[config.mk]
export PLATFORM = sky130hd
export DESIGN_NAME = monitor_pulse_and_hour_meters
export DESIGN_NICKNAME = d
export VERILOG_FILES = /design/src/hdl/mon_pkg.sv /design/src/hdl/meter_if.sv /design/src/hdl/hour_meter.sv /design/src/hdl/monitor_pulse_and_hour_meters.sv
export SDC_FILE = /design/constraint.sdc
export NUM_CORES = 1
export LEC_CHECK = 0
export ABC_AREA = 1
export BUFFER_PORTS_ARGS = -buffer_cell sky130_fd_sc_hd__buf_2
export CAP_MARGIN = 0
export CORE_UTILIZATION = 27
export CTS_BUF_LIST = sky130_fd_sc_hd__clkbuf_4 sky130_fd_sc_hd__clkbuf_8
export CTS_CLUSTER_SIZE = 25
export DETAILED_ROUTE_END_ITERATION = 8
export SYNTH_ARGS = -nofsm -noshare
export SYNTH_HDL_FRONTEND = slang
export SYNTH_SLANG_ARGS = --single-unit
[constraint.sdc]
create_clock -name i_clock -period 15 [get_ports i_clock]
set_clock_uncertainty 0.05 [all_clocks]
set_input_delay 2.25 -clock i_clock [delete_from_list [all_inputs] [get_ports i_clock]]
set_output_delay 2.25 -clock i_clock [all_outputs]
set_load 0.1 [all_outputs]
[src/hdl/mon_pkg.sv]
// constants and types for the monitor pulse output and hour meters
// assumes a single 10 MHz clock; settings are 16-bit decimal values
package mon_pkg;
    localparam int unsigned CLK_HZ      = 10_000_000;
    localparam int unsigned HOUR_S      = 3600;
    localparam logic [35:0] HOUR_CYC    = 36'(HOUR_S) * 36'(CLK_HZ);
    localparam int unsigned FULL_PPS    = 1440;
    localparam int unsigned MAX_PPS     = 2400;
    localparam int unsigned STEP_HZ     = 10_000;
    localparam int unsigned STEP_CYC    = CLK_HZ / STEP_HZ;
    localparam int unsigned MIN_PER_CYC = (CLK_HZ + MAX_PPS - 1) / MAX_PPS;
    localparam logic [9:0]  STEP_LAST   = 10'(STEP_CYC - 1);
    localparam logic [12:0] PER_LAST    = 13'(MIN_PER_CYC - 1);
    localparam logic [31:0] FULL_MUL    = 32'(FULL_PPS);
    localparam logic [31:0] STEP_MUL    = 32'(STEP_HZ);
    localparam logic [15:0] HOUR_MAX    = 16'hffff;
    localparam logic [15:0] KEEP        = 16'h270f;
    localparam logic [15:0] CLR_VAL     = 16'h0000;
    localparam logic [15:0] EN_MODE10   = 16'h000a;
    localparam logic [15:0] DEC_INT     = 16'h0000;
    localparam logic [15:0] DEC_TENTH   = 16'h0001;
    localparam logic [15:0] WP_LOCK     = 16'h0001;
    localparam logic [15:0] EXT_ALL     = 16'h0000;
    localparam logic [15:0] FREQ_REF_DEF = 16'h1770;
    localparam logic [15:0] FREQ_REF_MAX = 16'h9c40;
    localparam logic [15:0] CUR_REF_MAX  = 16'hc350;
    localparam logic [15:0] CAL_DEF     = 16'h07d0;
    localparam logic [15:0] BELOW_T     = 16'h000a;
    localparam logic [15:0] BELOW_H     = 16'h0063;
    localparam logic [16:0] DIV10       = 17'h0000a;
    localparam logic [16:0] HALF10      = 17'h00005;
    localparam logic [16:0] DIV100      = 17'h00064;
    localparam logic [16:0] HALF100     = 17'h00032;
    localparam logic [1:0]  DP_NONE     = 2'h0;
    localparam logic [1:0]  DP_TENTHS   = 2'h1;
    localparam logic [1:0]  DP_HUND     = 2'h2;
    localparam logic [7:0]  SEL_PON     = 8'h14;
    localparam logic [7:0]  SEL_RUN     = 8'h17;
    localparam logic [7:0]  SEL_ENERGY  = 8'h19;
    localparam logic [7:0]  FN_FREQ     = 8'h01;
    localparam logic [7:0]  FN_CURR     = 8'h02;
    localparam logic [7:0]  FN_REF      = 8'h15;
    typedef enum logic [3:0] {
        ID_RT_CLR, ID_EN_CLR, ID_DEC_SEL, ID_FREQ_REF,
        ID_CUR_REF, ID_CAL, ID_PON_WRAP, ID_RT_WRAP
    } set_id_t;
    typedef enum logic [1:0] {
        P_IDLE = 2'b00,
        P_HIGH = 2'b01,
        P_LOW  = 2'b11
    } pstate_t;
endpackage : mon_pkg

[src/hdl/meter_if.sv]
// carrier between the top and one hour meter
// assumes both ends share the top's clock
interface meter_if;
    logic        en;
    logic        clr;
    logic        tick;
    logic [15:0] hours;
    logic [15:0] wraps;
    modport meter (input en, clr, output tick, hours, wraps);
    modport user  (output en, clr, input tick, hours, wraps);
endinterface : meter_if

[src/hdl/hour_meter.sv]
// one hour meter: prescaler, 16-bit hour count, wrap count
// assumes en and clr come from logic on the same clock
module hour_meter import mon_pkg::*; #(
    parameter logic [35:0] HOUR_CYCLES = HOUR_CYC // cycles per hour
) (
    input  wire logic   i_clock, // system clock
    input  wire logic   i_rst_b, // async reset, active low
    meter_if.meter      m        // enable, clear, counts
);
    logic [35:0] pre_q;
    logic [15:0] hours_q;
    logic [15:0] wraps_q;
    wire         tick  = m.en && (pre_q == HOUR_CYCLES - 36'h1);
    wire         wrap  = tick && !m.clr && (hours_q == HOUR_MAX);
    wire  [15:0] base  = m.clr ? CLR_VAL : hours_q;

    // [RL19] prescaler to one tick per hour
    // dropping en restarts the hour, so only whole unbroken hours count
    always_ff @(posedge i_clock or negedge i_rst_b) begin
        if (!i_rst_b) pre_q <= '0;
        else if (!m.en || m.clr || tick) pre_q <= '0;
        else pre_q <= pre_q + 36'h1;
    end

    // [RL3] wrap to zero and count wraps
    // a tick in the clearing cycle still counts
    always_ff @(posedge i_clock or negedge i_rst_b) begin
        if (!i_rst_b) begin
            hours_q <= '0;
            wraps_q <= '0;
        end else begin
            hours_q <= base + {15'h0000, tick};
            if (wrap) wraps_q <= wraps_q + 16'h0001;
        end
    end

    assign m.tick  = tick;
    assign m.hours = hours_q;
    assign m.wraps = wraps_q;
endmodule : hour_meter

[src/hdl/monitor_pulse_and_hour_meters.sv]
// monitor block: hour meters, display digit shaping, pulse monitor
// assumes all inputs come from logic on i_clock; nonvolatile hour
// storage sits outside and is not modelled here
//
// Contract
// [RL1] power-on meter counts hours, shown at 20
// [RL2] run meter counts running hours, shown at 23
// [RL3] meters wrap past 65535, wraps counted
// [RL4] run meter needs a continuous running hour
// [RL5] clear value 0 clears run meter, reads 9999
// [RL6] power-on meter cannot be cleared
// [RL7] energy clear setting reads 9999 or 10
// [RL8] digit select 9999 unaltered, 0 rounds
// [RL9] digit select 1 drops hundredths digit
// [RL10] hour and energy monitors keep their digits
// [RL11] frequency reference gives 1440 pulses/s
// [RL12] current reference gives 1440 pulses/s
// [RL13] rate proportional, never above 2400/s
// [RL14] references writable despite write protect
// [RL15] references writable only with extended display 0
// [RL16] calibration sets pulse width only
// [RL17] function 21 gives constant 1440 pulses/s
// [RL18] default scale saturates at 100 Hz
// [RL19] hour ticks from clock prescaler, run gated
module monitor_pulse_and_hour_meters import mon_pkg::*; #(
    parameter logic [35:0] HOUR_CYCLES   = HOUR_CYC, // cycles per hour
    parameter logic [15:0] RATED_CURRENT = 16'h01f4  // 0.01 A units
) (
    input  wire logic    i_clock,                        // 10 MHz clock
    input  wire logic    i_rst_b,                        // async reset
    input  wire logic    i_running,                      // drive running
    input  wire logic [15:0] i_frequency,                // 0.01 Hz
    input  wire logic [15:0] i_current,                  // 0.01 A
    input  wire logic [15:0] i_monitor_value,            // general monitor
    input  wire logic [1:0]  i_monitor_decimals,         // its decimals
    input  wire logic [15:0] i_energy_value,             // energy monitor
    input  wire logic [7:0]  i_display_selector,         // monitor code
    input  wire logic [7:0]  i_pulse_output_function_select, // pulse source
    input  wire logic [15:0] i_extended_display_select,  // 0 shows all
    input  wire logic [15:0] i_param_write_protect,      // 1 locks
    input  wire logic    i_set_wr,                       // setting write
    input  set_id_t      i_set_id,                       // setting id
    input  wire logic [15:0] i_set_data,                 // write value
    input  set_id_t      i_get_id,                       // read id
    output logic [15:0]  o_get_data,                     // read value
    output logic [15:0]  o_display_value,                // shown value
    output logic [1:0]   o_display_decimals,             // shown decimals
    output logic         o_energy_clear,                 // clear pulse
    output logic         o_pulse_monitor_output          // pulse train
);
    meter_if pon_if ();
    meter_if run_if ();

    logic [15:0] dec_sel_q;
    logic [15:0] freq_ref_q;
    logic [15:0] cur_ref_q;
    logic [15:0] cal_q;
    logic [15:0] en_mode_q;
    logic [9:0]  step_q;
    logic [31:0] acc_q;
    logic [31:0] acc_d;
    logic [12:0] cnt_q;
    logic [12:0] cnt_d;
    logic [12:0] wid_q;
    logic [12:0] since_q;
    pstate_t     state_q;
    pstate_t     state_d;

    function automatic logic [17:0] shape(input logic [15:0] v, input logic [1:0] d,
                                          input logic [15:0] mode);
        logic [15:0] r;
        logic [1:0]  rd;
        r  = v;
        rd = d;
        if (mode == DEC_INT && d == DP_TENTHS) begin
            r  = (v < BELOW_T) ? CLR_VAL : 16'((17'(v) + HALF10) / DIV10);
            rd = DP_NONE;
        end else if (mode == DEC_INT && d == DP_HUND) begin
            r  = (v < BELOW_H) ? CLR_VAL : 16'((17'(v) + HALF100) / DIV100);
            rd = DP_NONE;
        end else if (mode == DEC_TENTH && d == DP_HUND) begin
            r  = 16'(17'(v) / DIV10);
            rd = DP_TENTHS;
        end
        return {rd, r};
    endfunction : shape

    // setting writes
    wire ord_ok = i_param_write_protect != WP_LOCK;
    wire ext_ok = i_extended_display_select == EXT_ALL;
    wire wr_rt  = i_set_wr && i_set_id == ID_RT_CLR && ord_ok;
    // [RL5] only zero clears, 9999 leaves it
    wire rt_clear = wr_rt && i_set_data == CLR_VAL;
    wire en_code  = i_set_data == CLR_VAL || i_set_data == EN_MODE10 || i_set_data == KEEP;
    wire wr_en    = i_set_wr && i_set_id == ID_EN_CLR && ord_ok && en_code;
    wire dec_code = i_set_data == KEEP || i_set_data == DEC_INT || i_set_data == DEC_TENTH;
    wire wr_dec   = i_set_wr && i_set_id == ID_DEC_SEL && ord_ok && dec_code;
    // [RL14] pulse settings ignore write protect and run state
    // [RL15] pulse settings need extended display 0
    wire wr_fref  = i_set_wr && i_set_id == ID_FREQ_REF && ext_ok && i_set_data <= FREQ_REF_MAX;
    wire wr_cref  = i_set_wr && i_set_id == ID_CUR_REF && ext_ok && i_set_data <= CUR_REF_MAX;
    wire wr_cal   = i_set_wr && i_set_id == ID_CAL && ext_ok;

    always_ff @(posedge i_clock or negedge i_rst_b) begin
        if (!i_rst_b) begin
            dec_sel_q  <= KEEP;
            freq_ref_q <= FREQ_REF_DEF;
            cur_ref_q  <= RATED_CURRENT;
            cal_q      <= CAL_DEF;
        end else begin
            if (wr_dec) dec_sel_q <= i_set_data;
            if (wr_fref) freq_ref_q <= i_set_data;
            if (wr_cref) cur_ref_q <= i_set_data;
            if (wr_cal) cal_q <= i_set_data;
        end
    end

    // [RL7] a zero write keeps the stored mode
    // zero only fires the clear pulse, the reading stays 9999 or 10
    always_ff @(posedge i_clock or negedge i_rst_b) begin
        if (!i_rst_b) begin
            en_mode_q      <= KEEP;
            o_energy_clear <= 1'b0;
        end else begin
            o_energy_clear <= wr_en && i_set_data == CLR_VAL;
            if (wr_en && i_set_data != CLR_VAL) en_mode_q <= i_set_data;
        end
    end

    // [RL1] power-on meter always enabled
    // [RL6] no clear path for the power-on meter
    assign pon_if.en  = 1'b1;
    assign pon_if.clr = 1'b0;
    // [RL2] run meter enabled while running
    // [RL4] stopping discards the partial hour
    assign run_if.en  = i_running;
    assign run_if.clr = rt_clear;

    hour_meter #(.HOUR_CYCLES(HOUR_CYCLES)) u_pon (
        .i_clock (i_clock),
        .i_rst_b (i_rst_b),
        .m       (pon_if.meter)
    );
    hour_meter #(.HOUR_CYCLES(HOUR_CYCLES)) u_run (
        .i_clock (i_clock),
        .i_rst_b (i_rst_b),
        .m       (run_if.meter)
    );

    // [RL5] clear setting always reads 9999
    // [RL3] wrap counts read as settings
    wire [15:0] get_w =
        (i_get_id == ID_RT_CLR)   ? KEEP :
        (i_get_id == ID_EN_CLR)   ? en_mode_q :
        (i_get_id == ID_DEC_SEL)  ? dec_sel_q :
        (i_get_id == ID_FREQ_REF) ? freq_ref_q :
        (i_get_id == ID_CUR_REF)  ? cur_ref_q :
        (i_get_id == ID_CAL)      ? cal_q :
        (i_get_id == ID_PON_WRAP) ? pon_if.wraps :
        (i_get_id == ID_RT_WRAP)  ? run_if.wraps : CLR_VAL;

    // display path
    wire        sel_pon = i_display_selector == SEL_PON;
    wire        sel_run = i_display_selector == SEL_RUN;
    wire        sel_en  = i_display_selector == SEL_ENERGY;
    // [RL8] [RL9] digit shaping on general monitors
    wire [17:0] shaped  = shape(i_monitor_value, i_monitor_decimals, dec_sel_q);
    // [RL10] hour and energy monitors bypass shaping
    wire [15:0] disp_v  = sel_pon ? pon_if.hours : sel_run ? run_if.hours :
                          sel_en ? i_energy_value : shaped[15:0];
    wire [1:0]  disp_d  = (sel_pon || sel_run) ? DP_NONE :
                          sel_en ? i_monitor_decimals : shaped[17:16];

    always_ff @(posedge i_clock or negedge i_rst_b) begin
        if (!i_rst_b) begin
            o_get_data         <= '0;
            o_display_value    <= '0;
            o_display_decimals <= DP_NONE;
        end else begin
            o_get_data         <= get_w;
            o_display_value    <= disp_v;
            o_display_decimals <= disp_d;
        end
    end

    // pulse rate: acc gains value*1440 per 10 kHz step, a pulse costs ref*10000
    wire        fn_ref  = i_pulse_output_function_select == FN_REF;
    wire        fn_cur  = i_pulse_output_function_select == FN_CURR;
    wire        fn_frq  = i_pulse_output_function_select == FN_FREQ;
    // [RL11] [RL12] pick the scaling reference
    wire [15:0] ref_v   = fn_cur ? cur_ref_q : freq_ref_q;
    // [RL17] reference output uses the reference itself as value
    wire [15:0] mon_v   = fn_ref ? ref_v : fn_cur ? i_current : fn_frq ? i_frequency : CLR_VAL;
    wire [31:0] add_w   = 32'(mon_v) * FULL_MUL;
    wire [31:0] thr_w   = 32'(ref_v) * STEP_MUL;
    wire        step_en = step_q == STEP_LAST;
    wire        pend    = acc_q >= thr_w;
    wire        take    = pend && state_q == P_IDLE;
    wire [12:0] width_w = (cal_q == CLR_VAL) ? 13'h0001 :
                          (cal_q > 16'(PER_LAST)) ? PER_LAST : cal_q[12:0];

    always_ff @(posedge i_clock or negedge i_rst_b) begin
        if (!i_rst_b) step_q <= '0;
        else if (step_en) step_q <= '0;
        else step_q <= step_q + 10'h001;
    end

    // [RL13] proportional rate, accumulation held while a pulse waits
    // holding keeps the backlog bounded when the rate caps at 2400/s
    always_comb begin
        acc_d = acc_q;
        if (take) acc_d = acc_q - thr_w;
        else if (step_en && !pend) acc_d = acc_q + add_w;
    end

    // [RL16] width from calibration, spacing from the rate
    // [RL18] period never below the 2400/s minimum, so rates saturate
    always_comb begin
        state_d = state_q;
        cnt_d   = cnt_q + 13'h0001;
        case (state_q)
            P_IDLE: begin
                cnt_d = '0;
                if (take) state_d = P_HIGH;
            end
            P_HIGH: if (cnt_q == wid_q - 13'h0001) state_d = P_LOW;
            P_LOW: if (cnt_q >= PER_LAST) state_d = P_IDLE;
            default: state_d = P_IDLE;
        endcase
    end

    always_ff @(posedge i_clock or negedge i_rst_b) begin
        if (!i_rst_b) begin
            acc_q   <= '0;
            state_q <= P_IDLE;
            cnt_q   <= '0;
            wid_q   <= 13'h0001;
            o_pulse_monitor_output <= 1'b0;
        end else begin
            acc_q   <= acc_d;
            state_q <= state_d;
            cnt_q   <= cnt_d;
            if (take) wid_q <= width_w;
            o_pulse_monitor_output <= state_d == P_HIGH;
        end
    end

    // cycles since the last pulse start, for checking only
    always_ff @(posedge i_clock or negedge i_rst_b) begin
        if (!i_rst_b) since_q <= PER_LAST;
        else if (take) since_q <= '0;
        else if (since_q != PER_LAST) since_q <= since_q + 13'h0001;
    end
endmodule : monitor_pulse_and_hour_meters

## Yosys cells after proc, flatten, opt, wreduce, memory -nomap -nowiden

Cells that the tools add are included.

- Flip-flop bits (word level): 322

- $add $sub $neg: 13
- Multiply operators: 2
- Div/mod/pow operators: 3
- $lt $le $gt $ge: 7
- Equality and inequality tests: 34
- Multiplexer cells: 38
- Reduce and logical (&&, ||, !) cells: 47

Operators with widths:

| operator | number |
|---|---|
| two-way mux 16 bit | 21 |
| adder 36 x 1 -> 36 bit, second input constant | 2 |
| == test 36 bit, second input constant | 2 |
| two-way mux 36 bit | 2 |
| zero test 16 bit | 4 |
| two-way mux 32 bit | 2 |
| two-way mux 13 bit | 3 |
| adder 16 x 1 -> 16 bit | 2 |
| adder 16 x 1 -> 16 bit, second input constant | 2 |
| adder 32 x 27 -> 32 bit | 1 |
| == test 16 x 1 -> 1 bit, second input constant | 2 |
| == test 16 bit, second input constant | 2 |
| == test 8 x 5 -> 1 bit, second input constant | 4 |
| greater-or-equal comparator 32 x 30 -> 1 bit | 1 |
| less-or-equal comparator 16 bit, second input constant | 2 |
| subtractor 32 x 30 -> 32 bit | 1 |
| logical AND 1 bit | 28 |
| multiplier 16 x 10 -> 26 bit, second input constant | 1 |
| == test 4 x 3 -> 1 bit, second input constant | 6 |
| multiplier 16 x 6 -> 22 bit, second input constant | 1 |
| adder 16 x 3 -> 17 bit, second input constant | 1 |
| adder 16 x 6 -> 17 bit, second input constant | 1 |
| divider 16 x 4 -> 17 bit, second input constant | 1 |
| divider 17 x 4 -> 17 bit, second input constant | 1 |
| 28 further kinds | 51 |

## Logic depth before layout (Yosys ltp)

Gate-level depths: netlist of the first run.

- Depth in word-level cells: 9
- Gate-level depth with buffers: 76
- Depth with buffers taken out: 72

## Modules after synthesis

From an unflattened synthesis of the first run, not the netlist that was laid out.

- Cells, all modules: 4,346
- Area, all modules: 29,812.3 um2

Modules (own cells, without submodules):

| module | times used | cells an instance | area an instance (um2) | sequential area each (um2) |
|---|---|---|---|---|
| monitor_pulse_and_hour_meters | 1 | 3,128 | 21,481.9 | 4,599.4 |
| hour_meter | 2 | 609 | 4,165.2 | 1,701.6 |

## Least setup slack after synthesis of the first run

No wires, ideal clock.

- Path kind: input to register
- Start: in i_pulse_output_function_select[5]
- End: reg acc_q[17]
- Setup time: 77 ps
- Arrival time: 9,487 ps
- Slack: 5,385 ps
- Stages on the path: 41
- Path through: nor4_1 > nand2_1 > clkbuf_1 > o21ai_0 > fa_1 > ha_1 > inv_1 > fa_1 > inv_1 > ha_1 > inv_1 > fa_1 > inv_1 > ha_1 > inv_1 > o21bai_1 > a21oi_1 > o21ai_0 > [5 not listed] > nand2_1 > a21oi_1 > o21bai_1 > a21oi_1 > nor2_1 > nor2_1 > xor2_1 > ha_1 > nand2_1 > nor3_1 > a31oi_1 > nand2_1 > nor2_1 > clkinv_1 > nand2_1 > clkbuf_1 > o22ai_1 > a21oi_1

- Longest elaborated chain between the ends: 8
- Elaborated cells on any way between the ends: 18
- Those cells by class: add/sub: 2; mul: 2; order compare: 1; eq/ne: 3; mux: 6; reduce/logical: 4

RTL lines:

| item | line | text |
|---|---|---|
| start: declaration | monitor_pulse_and_hour_meters.sv:38 | `input wire logic [7:0] i_pulse_output_function_select,` |
| == test 8 x 1 -> 1 bit | monitor_pulse_and_hour_meters.sv:189 | `wire fn_frq = i_pulse_output_function_select == FN_FREQ;` |
| two-way mux 16 bit (3 in a row) | monitor_pulse_and_hour_meters.sv:193 | `wire [15:0] mon_v = fn_ref ? ref_v : fn_cur ? i_current : fn_frq ? i_frequency : CLR_VAL;` |
| multiplier 16 x 6 -> 22 bit | monitor_pulse_and_hour_meters.sv:194 | `wire [31:0] add_w = 32'(mon_v) * FULL_MUL;` |
| adder 32 x 27 -> 32 bit | monitor_pulse_and_hour_meters.sv:213 | `else if (step_en && !pend) acc_d = acc_q + add_w;` |
| two-way mux 32 bit | monitor_pulse_and_hour_meters.sv:213 |  |
| two-way mux 32 bit | monitor_pulse_and_hour_meters.sv:212 | `if (take) acc_d = acc_q - thr_w;` |
| end signal: assignment | monitor_pulse_and_hour_meters.sv:234 | `acc_q <= '0;` |
| end signal: assignment | monitor_pulse_and_hour_meters.sv:240 | `acc_q <= acc_d;` |
| end: declaration | monitor_pulse_and_hour_meters.sv:60 | `logic [31:0] acc_q;` |

Parallel ways exist; a longest one is shown, timed or not. The select of a mux whose other input is x is not followed.
A chain may end at the register's enable or synchronous reset.

## Worst setup path after layout of the first run

- Start: in i_pulse_output_function_select[5]
- End: reg acc_q[25]

Same word-level chain as after synthesis.

==> results of run 1 <==
==> state kept, by name, summed over array words and instances, names as in the netlist, 10 cells and up <==
signal / flops
dec_sel_q: 16
o_display_value: 16
u_run.m.hours: 16
o_get_data: 16
wid_q: 13
step_q: 10
cnt_q: 13
en_mode_q: 16
u_run.pre_q: 36
u_pon.m.hours: 16
cal_q: 16
freq_ref_q: 16
u_run.m.wraps: 16
cur_ref_q: 16
acc_q: 28
u_pon.m.wraps: 16
u_pon.pre_q: 36
==> stage by stage <==
stage / total power (uW) / setup WS (ns)
final: 4026 / 3.247
after global placement: 3025 / 2.842
after CTS: 4039 / 3.266
after global routing: 4419 / 2.104
after floorplan: 2672 / 5.385
after detailed placement: 3053 / 2.587
==> worst paths after layout <==
path / start / end / slack, ns / cells after the start
min reg2reg: u_run.pre_q[0] / u_run.pre_q[0] / 0.41 / 1
max reg2reg: cur_ref_q[3] / acc_q[25] / 6.19 / 41
min in group asynchronous: i_rst_b / u_run.pre_q[5] / 1.60 / 1
max: i_pulse_output_function_select[5] / acc_q[25] / 3.25 / 43
min: u_run.pre_q[0] / u_run.pre_q[0] / 0.41 / 1
max in group asynchronous: i_rst_b / step_q[2] / 11.09 / 3
==> report_power, final <==
part / internal [uW] / leakage, uW / switching, uW / total [uW]
clock network: 566 / 0.000702 / 392 / 958
logic: 698 / 0.0116 / 1500 / 2200
registers: 864 / 0.00403 / 2.75 / 867
total: 2130 / 0.0164 / 1900 / 4030
==> cell usage in the layout (no fill, tap or decap), drive strengths merged, types with 69 or more instances in the layout <==
master | synthesis | layout
nor2 | 315 | 315
inv | 721 | 721
a21oi | 185 | 185
nand4 | 69 | 69
ha | 182 | 182
o21ai | 237 | 237
xor2 | 161 | 161
clkbuf | 45 | 85
dfrtp | 282 | 282
nor3 | 83 | 83
nand3 | 269 | 269
buf | 14 | 193
nand2 | 896 | 896
==> cell families after synthesis <==
| kind of cell | count (synthesis) | share of synthesized area [%] |
|---|---|---|
| XOR/XNOR | 220 | 6.957 |
| buffers and inverters | 792 | 10.94 |
| AO/OA/AOI/OAI | 596 | 12.67 |
| adder cells (fa/ha/maj) | 245 | 12.78 |
| flip-flops | 318 | 28.90 |
| multiplexers | 3 | 0.1129 |
| AND/OR/NAND/NOR | 1717 | 27.65 |
==> area by class of cell <==
type / instances / share of cell area [%]
diodes: 4 / 0.03174
clock buffers: 85 / 3.432
clock inverters: 20 / 0.8609
inverters: 733 / 8.724
multi-input cells: 2781 / 52.89
flip-flops and latches: 318 / 25.38
well taps: 1368 / 5.427
repair buffers: 193 / 3.261
==> routing by layer <==
layer | vias to the layer above | track usage [%] | routed length, um
met5 | - | 0 | 62
met4 | 10 | 3.238 | 1436
met3 | 100 | 2.342 | 4330
met2 | 556 | 23.48 | 34250
met1 | 11780 | 22.36 | 40000
li1 | 13020 | - | -
==> worst max-delay path, delay by kind of cell <==
| family | cells | cell delay [ns] |
|---|---|---|
| AO/OA/AOI/OAI | 7 | 1.54 |
| XOR/XNOR | 1 | 0.14 |
| AND/OR/NAND/NOR | 18 | 3.25 |
| adder cells (fa/ha/maj) | 7 | 2.82 |
| buffers and inverters | 10 | 2.20 |
==> run_results.csv, run 1 <==
group,metric,value,unit
routing,drtPass1Iterations,5,
routing,drt_iter0_drc,1736,
clock_tree,path_clk_slew,0.06,ns
power_and_ir_drop,p_per_area,127.7,nW/um^2
outcome,status,"finished clean",
global_routing,gr-total-overflow,0,
clock_tree,insertion_delay,0.65,ns
layout,nets,4470,
clock_tree,hold_buffers,0,
yosys,netlist_area,27700,sq um
setup_path,worstSetupPathType,"input port to flop",
clock_tree,root_buffer,"clkbuf_8",
yosys,synth.most_common_cell,"nand2_1",
layout,multiInputGateArea,16680,sq um
layout,regArea,8003,sq um
die,chipWidth,322.3,um
run,maxCapViolCount,0,
setup_path,arrival,12.21,ns
setup_path,cp_common_cell,"nand2_1",
placement,place_area,30170,sq um
sta,fin_crit_sh,78.35,%
sta,hold_viol,0,
die,die_area,103900,sq um
die,fp.dieH,322.3,um
global_routing,grt_use_total,15.27,%
clock_tree,cts_max_level,2,
global_routing,antenna_found_initial,20,
sta,finalSetupViolations,0,
setup_path,worstPathRequired,15.45,ns
yosys,async_reset_ff_share,100.0,%
sta,worst_slew_pin_slew,1.199,ns
yosys,ys_warn_count,0,
setup_path,setup.worst_path.start_class,"input port",
yosys,syn_nets,4278,
clock_tree,cts_resized,0,
die,ioPinCount,178,
power_and_ir_drop,irDropWorstVdd,0.2315,mV
routing,via_count,25470,
sta,drv_slew,0,
setup_path,crit_slowest_cell,"inv_1",
yosys,synth_top_area_share,25.48,%
clock_tree,cts_setup_buffers,0,
yosys,synth_top_flop_cell,"dfrtp_1",
clock_tree,tritoncts,"yes",
min_path,min_path_type,"flop to flop",
yosys,yosysSeqAreaShare,28.90,%
yosys,synth_top_area_cell,"dfrtp_1",
clock_tree,clock_sinks,318,
setup_path,endpoint_kind,"flop",
sta,rsz0062_at_grt,"false",
yosys,synth.avg_cell_area,7.118,sq um
yosys,synth_edf_count,0,
routing,avgViaCountPerCell,4.629,
placement,gp_congestion,0.9075,
sta,relSlewSlack,19.69,%
setup_path,critPathMaxFanout,39,
routing,ant_nets,0,
routing,drc,0,
layout,layout-drive-gt1-share,11.11,%
yosys,netlist_instances,3891,
clock_tree,cts_buffers,56,
yosys,synth_seq_cells,318,
sta,tns,0,ns
layout,design_area,31540,sq um
layout,nFillCells,11000,
die,std_cell_rows,117,
power_and_ir_drop,power.leakage,0.01638,uW
placement,dp_cells,5393,
sta,timing.fmax,85.08,MHz
global_routing,grt_max_degree,152,
routing,routed_wl,80.08,mm
routing,wl_per_cell,14.55,um
clock_tree,clockBufferDepth,3,
global_routing,first_global_vias,24020,
yosys,yosys-top-cells-count,"nand2_1 (839), inv_1 (708), nor2_1 (303)",
die,coreArea,101700,sq um
die,start_util,27.22,%
layout,final_core_util,31.00,%
layout,synthToLayoutAreaGrowth,13.87,%
sta,period_minus_slack,11.75,ns
placement,place_hpwl,64.04,mm
sta,hold_ws,0.4096,ns
setup_path,slowest_delay,0.98,ns
global_routing,grt_pass1_wl,127.7,mm
placement,io_buffer_count,177,
yosys,synth.area.top_cells,"dfrtp_1 (25%), nand2_1 (11%), inv_1 (9.6%)",
layout,final_cells,5502,
yosys,yosys.cell_types.count,66,
Note: power is estimated with default switching activity, not from simulation.
==> inputs of run 2 (changes only) <==
==> constraint.sdc (replaced) <==
create_clock -name i_clock -period 9.9 [get_ports i_clock]
set_clock_uncertainty 0.05 [all_clocks]
set_input_delay 1.485 -clock i_clock [delete_from_list [all_inputs] [get_ports i_clock]]
set_output_delay 1.485 -clock i_clock [all_outputs]
set_load 0.1 [all_outputs]
==> run_results.csv, run 2 (synthesis results as in run 1) <==
group,metric,value,unit
routing,ant_nets,0,
setup_path,crit_slowest_cell,"a221oi_1",
clock_tree,tritoncts,"yes",
setup_path,cp_common_cell,"nand2_1",
global_routing,antenna_found_initial,18,
min_path,min_path_type,"flop to flop",
setup_path,slowest_delay,0.35,ns
sta,relSlewSlack,25.93,%
outcome,status,"finished clean",
sta,timing.fmax,110.7,MHz
layout,nets,4514,
die,fp.dieH,322.3,um
clock_tree,hold_buffers,0,
sta,period_minus_slack,9.037,ns
routing,via_count,25950,
sta,drv_slew,0,
die,start_util,27.22,%
global_routing,first_global_vias,24040,
layout,final_cells,5553,
routing,drt_iter0_drc,1642,
clock_tree,insertion_delay,0.69,ns
global_routing,grt_max_degree,120,
global_routing,grt_use_total,15.37,%
global_routing,gr-total-overflow,0,
routing,routed_wl,81.40,mm
die,chipWidth,322.3,um
placement,dp_cells,5430,
placement,gp_congestion,0.9138,
sta,finalSetupViolations,0,
placement,io_buffer_count,177,
routing,avgViaCountPerCell,4.673,
routing,wl_met1,39.49,mm
clock_tree,root_buffer,"clkbuf_8",
setup_path,critPathMaxFanout,17,
clock_tree,clock_sinks,318,
run,maxCapViolCount,0,
sta,hold_viol,0,
routing,top_layer,"met5",
setup_path,endpoint_kind,"flop",
routing,dr_wl_met3,4.671,mm
layout,reg.largest.list,"u_pon.pre_q (36), u_run.pre_q (36), acc_q (28)",
sta,fin_crit_sh,91.28,%
global_routing,grt_pass1_wl,128.5,mm
setup_path,setup.worst_path.start_class,"input port",
sta,worst_slew_pin_slew,1.111,ns
power_and_ir_drop,irDropWorstVdd,0.2462,mV
routing,wl_per_cell,14.66,um
placement,place_hpwl,65.41,mm
clock_tree,cts_buffers,59,
sta,tns,0,ns
clock_tree,clockBufferDepth,3,
setup_path,arrival,9.47,ns
die,std_cell_rows,117,
routing,dr_wl_met2,35.67,mm
power_and_ir_drop,p_per_area,198.8,nW/um^2
routing,drtPass1Iterations,6,
die,die_area,103900,sq um
layout,mostFrequentLayoutCells,"nand2_1 (838), inv_1 (708), nor2_1 (301)",
setup_path,worstPathRequired,10.34,ns
layout,layout-drive-gt1-share,12.21,%
clock_tree,path_clk_slew,0.06,ns
layout,synthToLayoutAreaGrowth,15.62,%
setup_path,worstSetupPathType,"input port to flop",
routing,drc,0,
die,ioPinCount,178,
sta,rsz0062_at_grt,"false",
layout,final_common_cell,"nand2_1",
die,coreArea,101700,sq um
power_and_ir_drop,power.leakage,0.01666,uW
clock_tree,cts_max_level,2,
-- run 2: cell type report --
class / count / area [sq um]
inverter: 733 / 2751
tap: 1368 / 1712
clock inverter: 21 / 331.6
fill: 10940 / 69720
antenna: 7 / 17.52
sequential: 318 / 8003
multi-input combinational: 2781 / 16740
clock buffer: 91 / 1140
timing repair buffer: 234 / 1326
-- run 2: where the power goes --
group / switching (uW) / internal [uW]
combinational: 2370 / 1120
sequential: 4.91 / 1310
clock: 611 / 948
total: 2990 / 3370
-- run 2: final timing paths --
kind	startpoint	end	slack, ns	cells after the start
min in group asynchronous	i_rst_b	u_run.pre_q[3]	0.84	1
setup reg to reg	freq_ref_q[5]	acc_q[21]	2.45	39
max in group asynchronous	i_rst_b	u_run.m.hours[14]	7.41	2
setup / recovery	i_monitor_value[1]	o_display_value[1]	0.86	55
hold / removal	en_mode_q[11]	en_mode_q[11]	0.41	2
hold reg to reg	en_mode_q[11]	en_mode_q[11]	0.41	2
-- run 2: what timing repair did --
| action | 4_1_cts | 5_1_grt |
|---|---|---|
| buffers inserted | 0 | 4 |
| gates resized for setup | 0 | 14 |
| endpoints found under the setup margin | 0 | 2 |
-- run 2: stage by stage --
| step | total power, uW | util, % | instance area [sq um] | setup WS (ns) | hold slack (ns) |
|---|---|---|---|---|---|
| after floorplan | 4049 | - | 27700 | 1.050 | 0.3810 |
| after global placement | 4657 | 29.92 | 30440 | 0.1759 | 0.3932 |
| after detailed placement | 4652 | 29.92 | 30440 | -0.1009 | 0.3968 |
| after CTS | 6254 | 31.36 | 31910 | 0.5907 | 0.4131 |
| after global routing | 6925 | 31.47 | 32010 | 0.02036 | 0.4398 |
| final | 6365 | 31.47 | 32020 | 0.8629 | 0.4131 |
-- run 2: metal layers --
metal | vias to the layer above | track usage (%)
met5 | - | 0
met4 | 10 | 3.926
met3 | 104 | 2.342
met2 | 611 | 23.91
met1 | 12100 | 22.04
li1 | 13130 | -
-- run 2: critical path, delay by kind of cell --
kind	cells	cell delay (ns)
and+or+nand+nor	44	5.64
buffers and inverters	3	0.53
AOI/OAI and AO/OA	7	1.55
adders and majority gates	1	0.25
==> inputs of run 3 (changes only) <==
==> constraint.sdc (replaced) <==
create_clock -name i_clock -period 7.5 [get_ports i_clock]
set_clock_uncertainty 0.05 [all_clocks]
set_input_delay 1.5 -clock i_clock [delete_from_list [all_inputs] [get_ports i_clock]]
set_output_delay 1.5 -clock i_clock [all_outputs]
set_load 0.1 [all_outputs]
==> run_results.csv, run 3 (synthesis results as in run 1) <==
group,metric,value,unit
power_and_ir_drop,p_seq_share,15.2,%
setup_path,cp_num_buf_inv,11,
clock_tree,insertion_delay,0.68,ns
layout,nets,5193,
routing,wl_per_cell,14.25,um
global_routing,grt_pass1_wl,137.5,mm
clock_tree,clock_sinks,318,
sta,period_minus_slack,8.125,ns
clock_tree,tritoncts,"yes",
min_path,min_path_type,"flop to flop",
setup_path,cp_common_cell,"nand2_2",
power_and_ir_drop,swShare,43.24,%
setup_path,crit_slowest_cell,"and2_4",
global_routing,grt_max_degree,169,
clock_tree,hold_buffers,0,
sta,hold_viol,0,
sta,setup_ws,-0.6246,ns
clock_tree,cts_buffers,56,
clock_tree,root_buffer,"clkbuf_8",
global_routing,antenna_found_initial,20,
clock_tree,clockBufferDepth,3,
power_and_ir_drop,pwr-share-comb,67.7,%
setup_path,arrival,8.57,ns
global_routing,grt_use_total,16.36,%
routing,ant_nets,0,
sta,drv_slew,0,
layout,mostFrequentLayoutCells,"nand2_1 (703), inv_1 (672), buf_4 (660)",
layout,layout-drive-gt1-share,32.41,%
global_routing,gr-total-overflow,0,
placement,gp_congestion,0.8774,
placement,io_buffer_count,177,
setup_path,r2r-start,"cur_ref_q[4]",
global_routing,first_global_vias,27000,
setup_path,endpoint_kind,"flop",
routing,via_count,28510,
setup_path,slowest_delay,0.21,ns
die,fp.dieH,322.3,um
clock_tree,path_clk_slew,0.06,ns
sta,worst_slew_pin_slew,1.096,ns
outcome,status,"finished with violations",
setup_path,setup.worst_path.start_class,"input port",
die,die_area,103900,sq um
outcome,violations,"setup timing",
run,maxCapViolCount,0,
routing,drt_iter0_drc,1758,
power_and_ir_drop,irDropWorstVdd,0.4506,mV
setup_path,worstPathRequired,7.95,ns
setup_path,cp-startpoint,"i_monitor_value[1]",
clock_tree,cts_max_level,2,
routing,routed_wl,88.67,mm
routing,avgViaCountPerCell,4.580,
routing,drtPass1Iterations,5,
power_and_ir_drop,p_int,6490,uW
layout,final_common_cell,"nand2_1",
sta,finalSetupViolations,36,
setup_path,critPathMaxFanout,7,
sta,fin_crit_sh,108.3,%
setup_path,crit_family,"simple AND/OR/NAND/NOR gates",
power_and_ir_drop,clkPwrFrac,17.1,%
power_and_ir_drop,power.leakage,0.02043,uW
sta,rsz0062_at_grt,"true",
power_and_ir_drop,p_switching,4944,uW
die,coreArea,101700,sq um
setup_path,worstSetupPathType,"input port to flop",
layout,synthToLayoutAreaGrowth,42.95,%
min_path,min_from,"u_run.pre_q[0]",
sta,relSlewSlack,26.93,%
routing,drc,0,
placement,place_hpwl,68.24,mm
die,chipWidth,322.3,um
layout,final_core_util,38.91,%
die,std_cell_rows,117,
power_and_ir_drop,p_per_area,288.8,nW/um^2
power_and_ir_drop,p_total,11430,uW
die,ioPinCount,178,
layout,reg.largest.list,"u_pon.pre_q (36), u_run.pre_q (36), acc_q (28)",
die,start_util,27.22,%
sta,timing.fmax,123.1,MHz
==> run 3: layer usage <==
metal	track usage, %	up-vias	wire length, um	part of all wire (%)
met3	3.384	139	5598	6.3
met1	22.89	13230	41780	47
met5	0	-	150	0.17
li1	-	14500	-	-
met2	25.82	615	39390	44
met4	3.386	22	1739	2.0
==> run 3: worst paths after layout <==
path,endpoint,slack (ns),depth (start not counted)
max in group asynchronous,acc_q[26],5.12,2
hold / removal,u_run.pre_q[0],0.41,1
setup / recovery,o_display_value[0],-0.62,69
min in group asynchronous,u_pon.pre_q[2],0.82,1
hold reg to reg,u_run.pre_q[0],0.41,1
setup reg to reg,acc_q[26],0.82,39
==> run 3: final cells by class <==
cell class              count  area [sq um]
flip-flops and latches    318          8003
clock buffers              88          1136
clock inverters            17         254.0
fillers                 10370         62150
multi-input cells        2788         18780
diodes                      3         7.507
well taps                1368          1712
inverters                 733          2816
repair buffers            909          6885
==> run 3: metrics by stage <==
stage               TNS, ns  hold WS [ns]  std cells  instance area (sq um)  setup slack, ns
floorplan            -14.31        0.3810       3891                  28240          -0.7979
global placement     -48.96        0.3931       5990                  35190           -1.417
detailed placement   -54.08        0.3979       5990                  35190           -1.563
CTS                  -4.747        0.4138       6158                  37860          -0.5751
global route         -24.78        0.4325       6222                  39580           -1.135
finish               -7.616        0.4083       6224                  39590          -0.6246
==> run 3: power groups by stage <==
stage | registers (uW) | clock network [uW] | logic [uW]
5_1_grt | 1740 | 2090 | 8490
3_5_place_dp | 1770 | 0 | 6440
3_3_place_gp | 1770 | 0 | 6450
4_1_cts | 1740 | 2010 | 6970
2_1_floorplan | 1840 | 0 | 3630
6_report | 1740 | 1960 | 7740
==> run 3: timing repair <==
action / in CTS / in global routing
resized for setup: 187 / 330
cloned: 10 / 6
pin swaps: 103 / 221
setup buffers: 53 / 61
setup endpoints to repair: 47 / 48
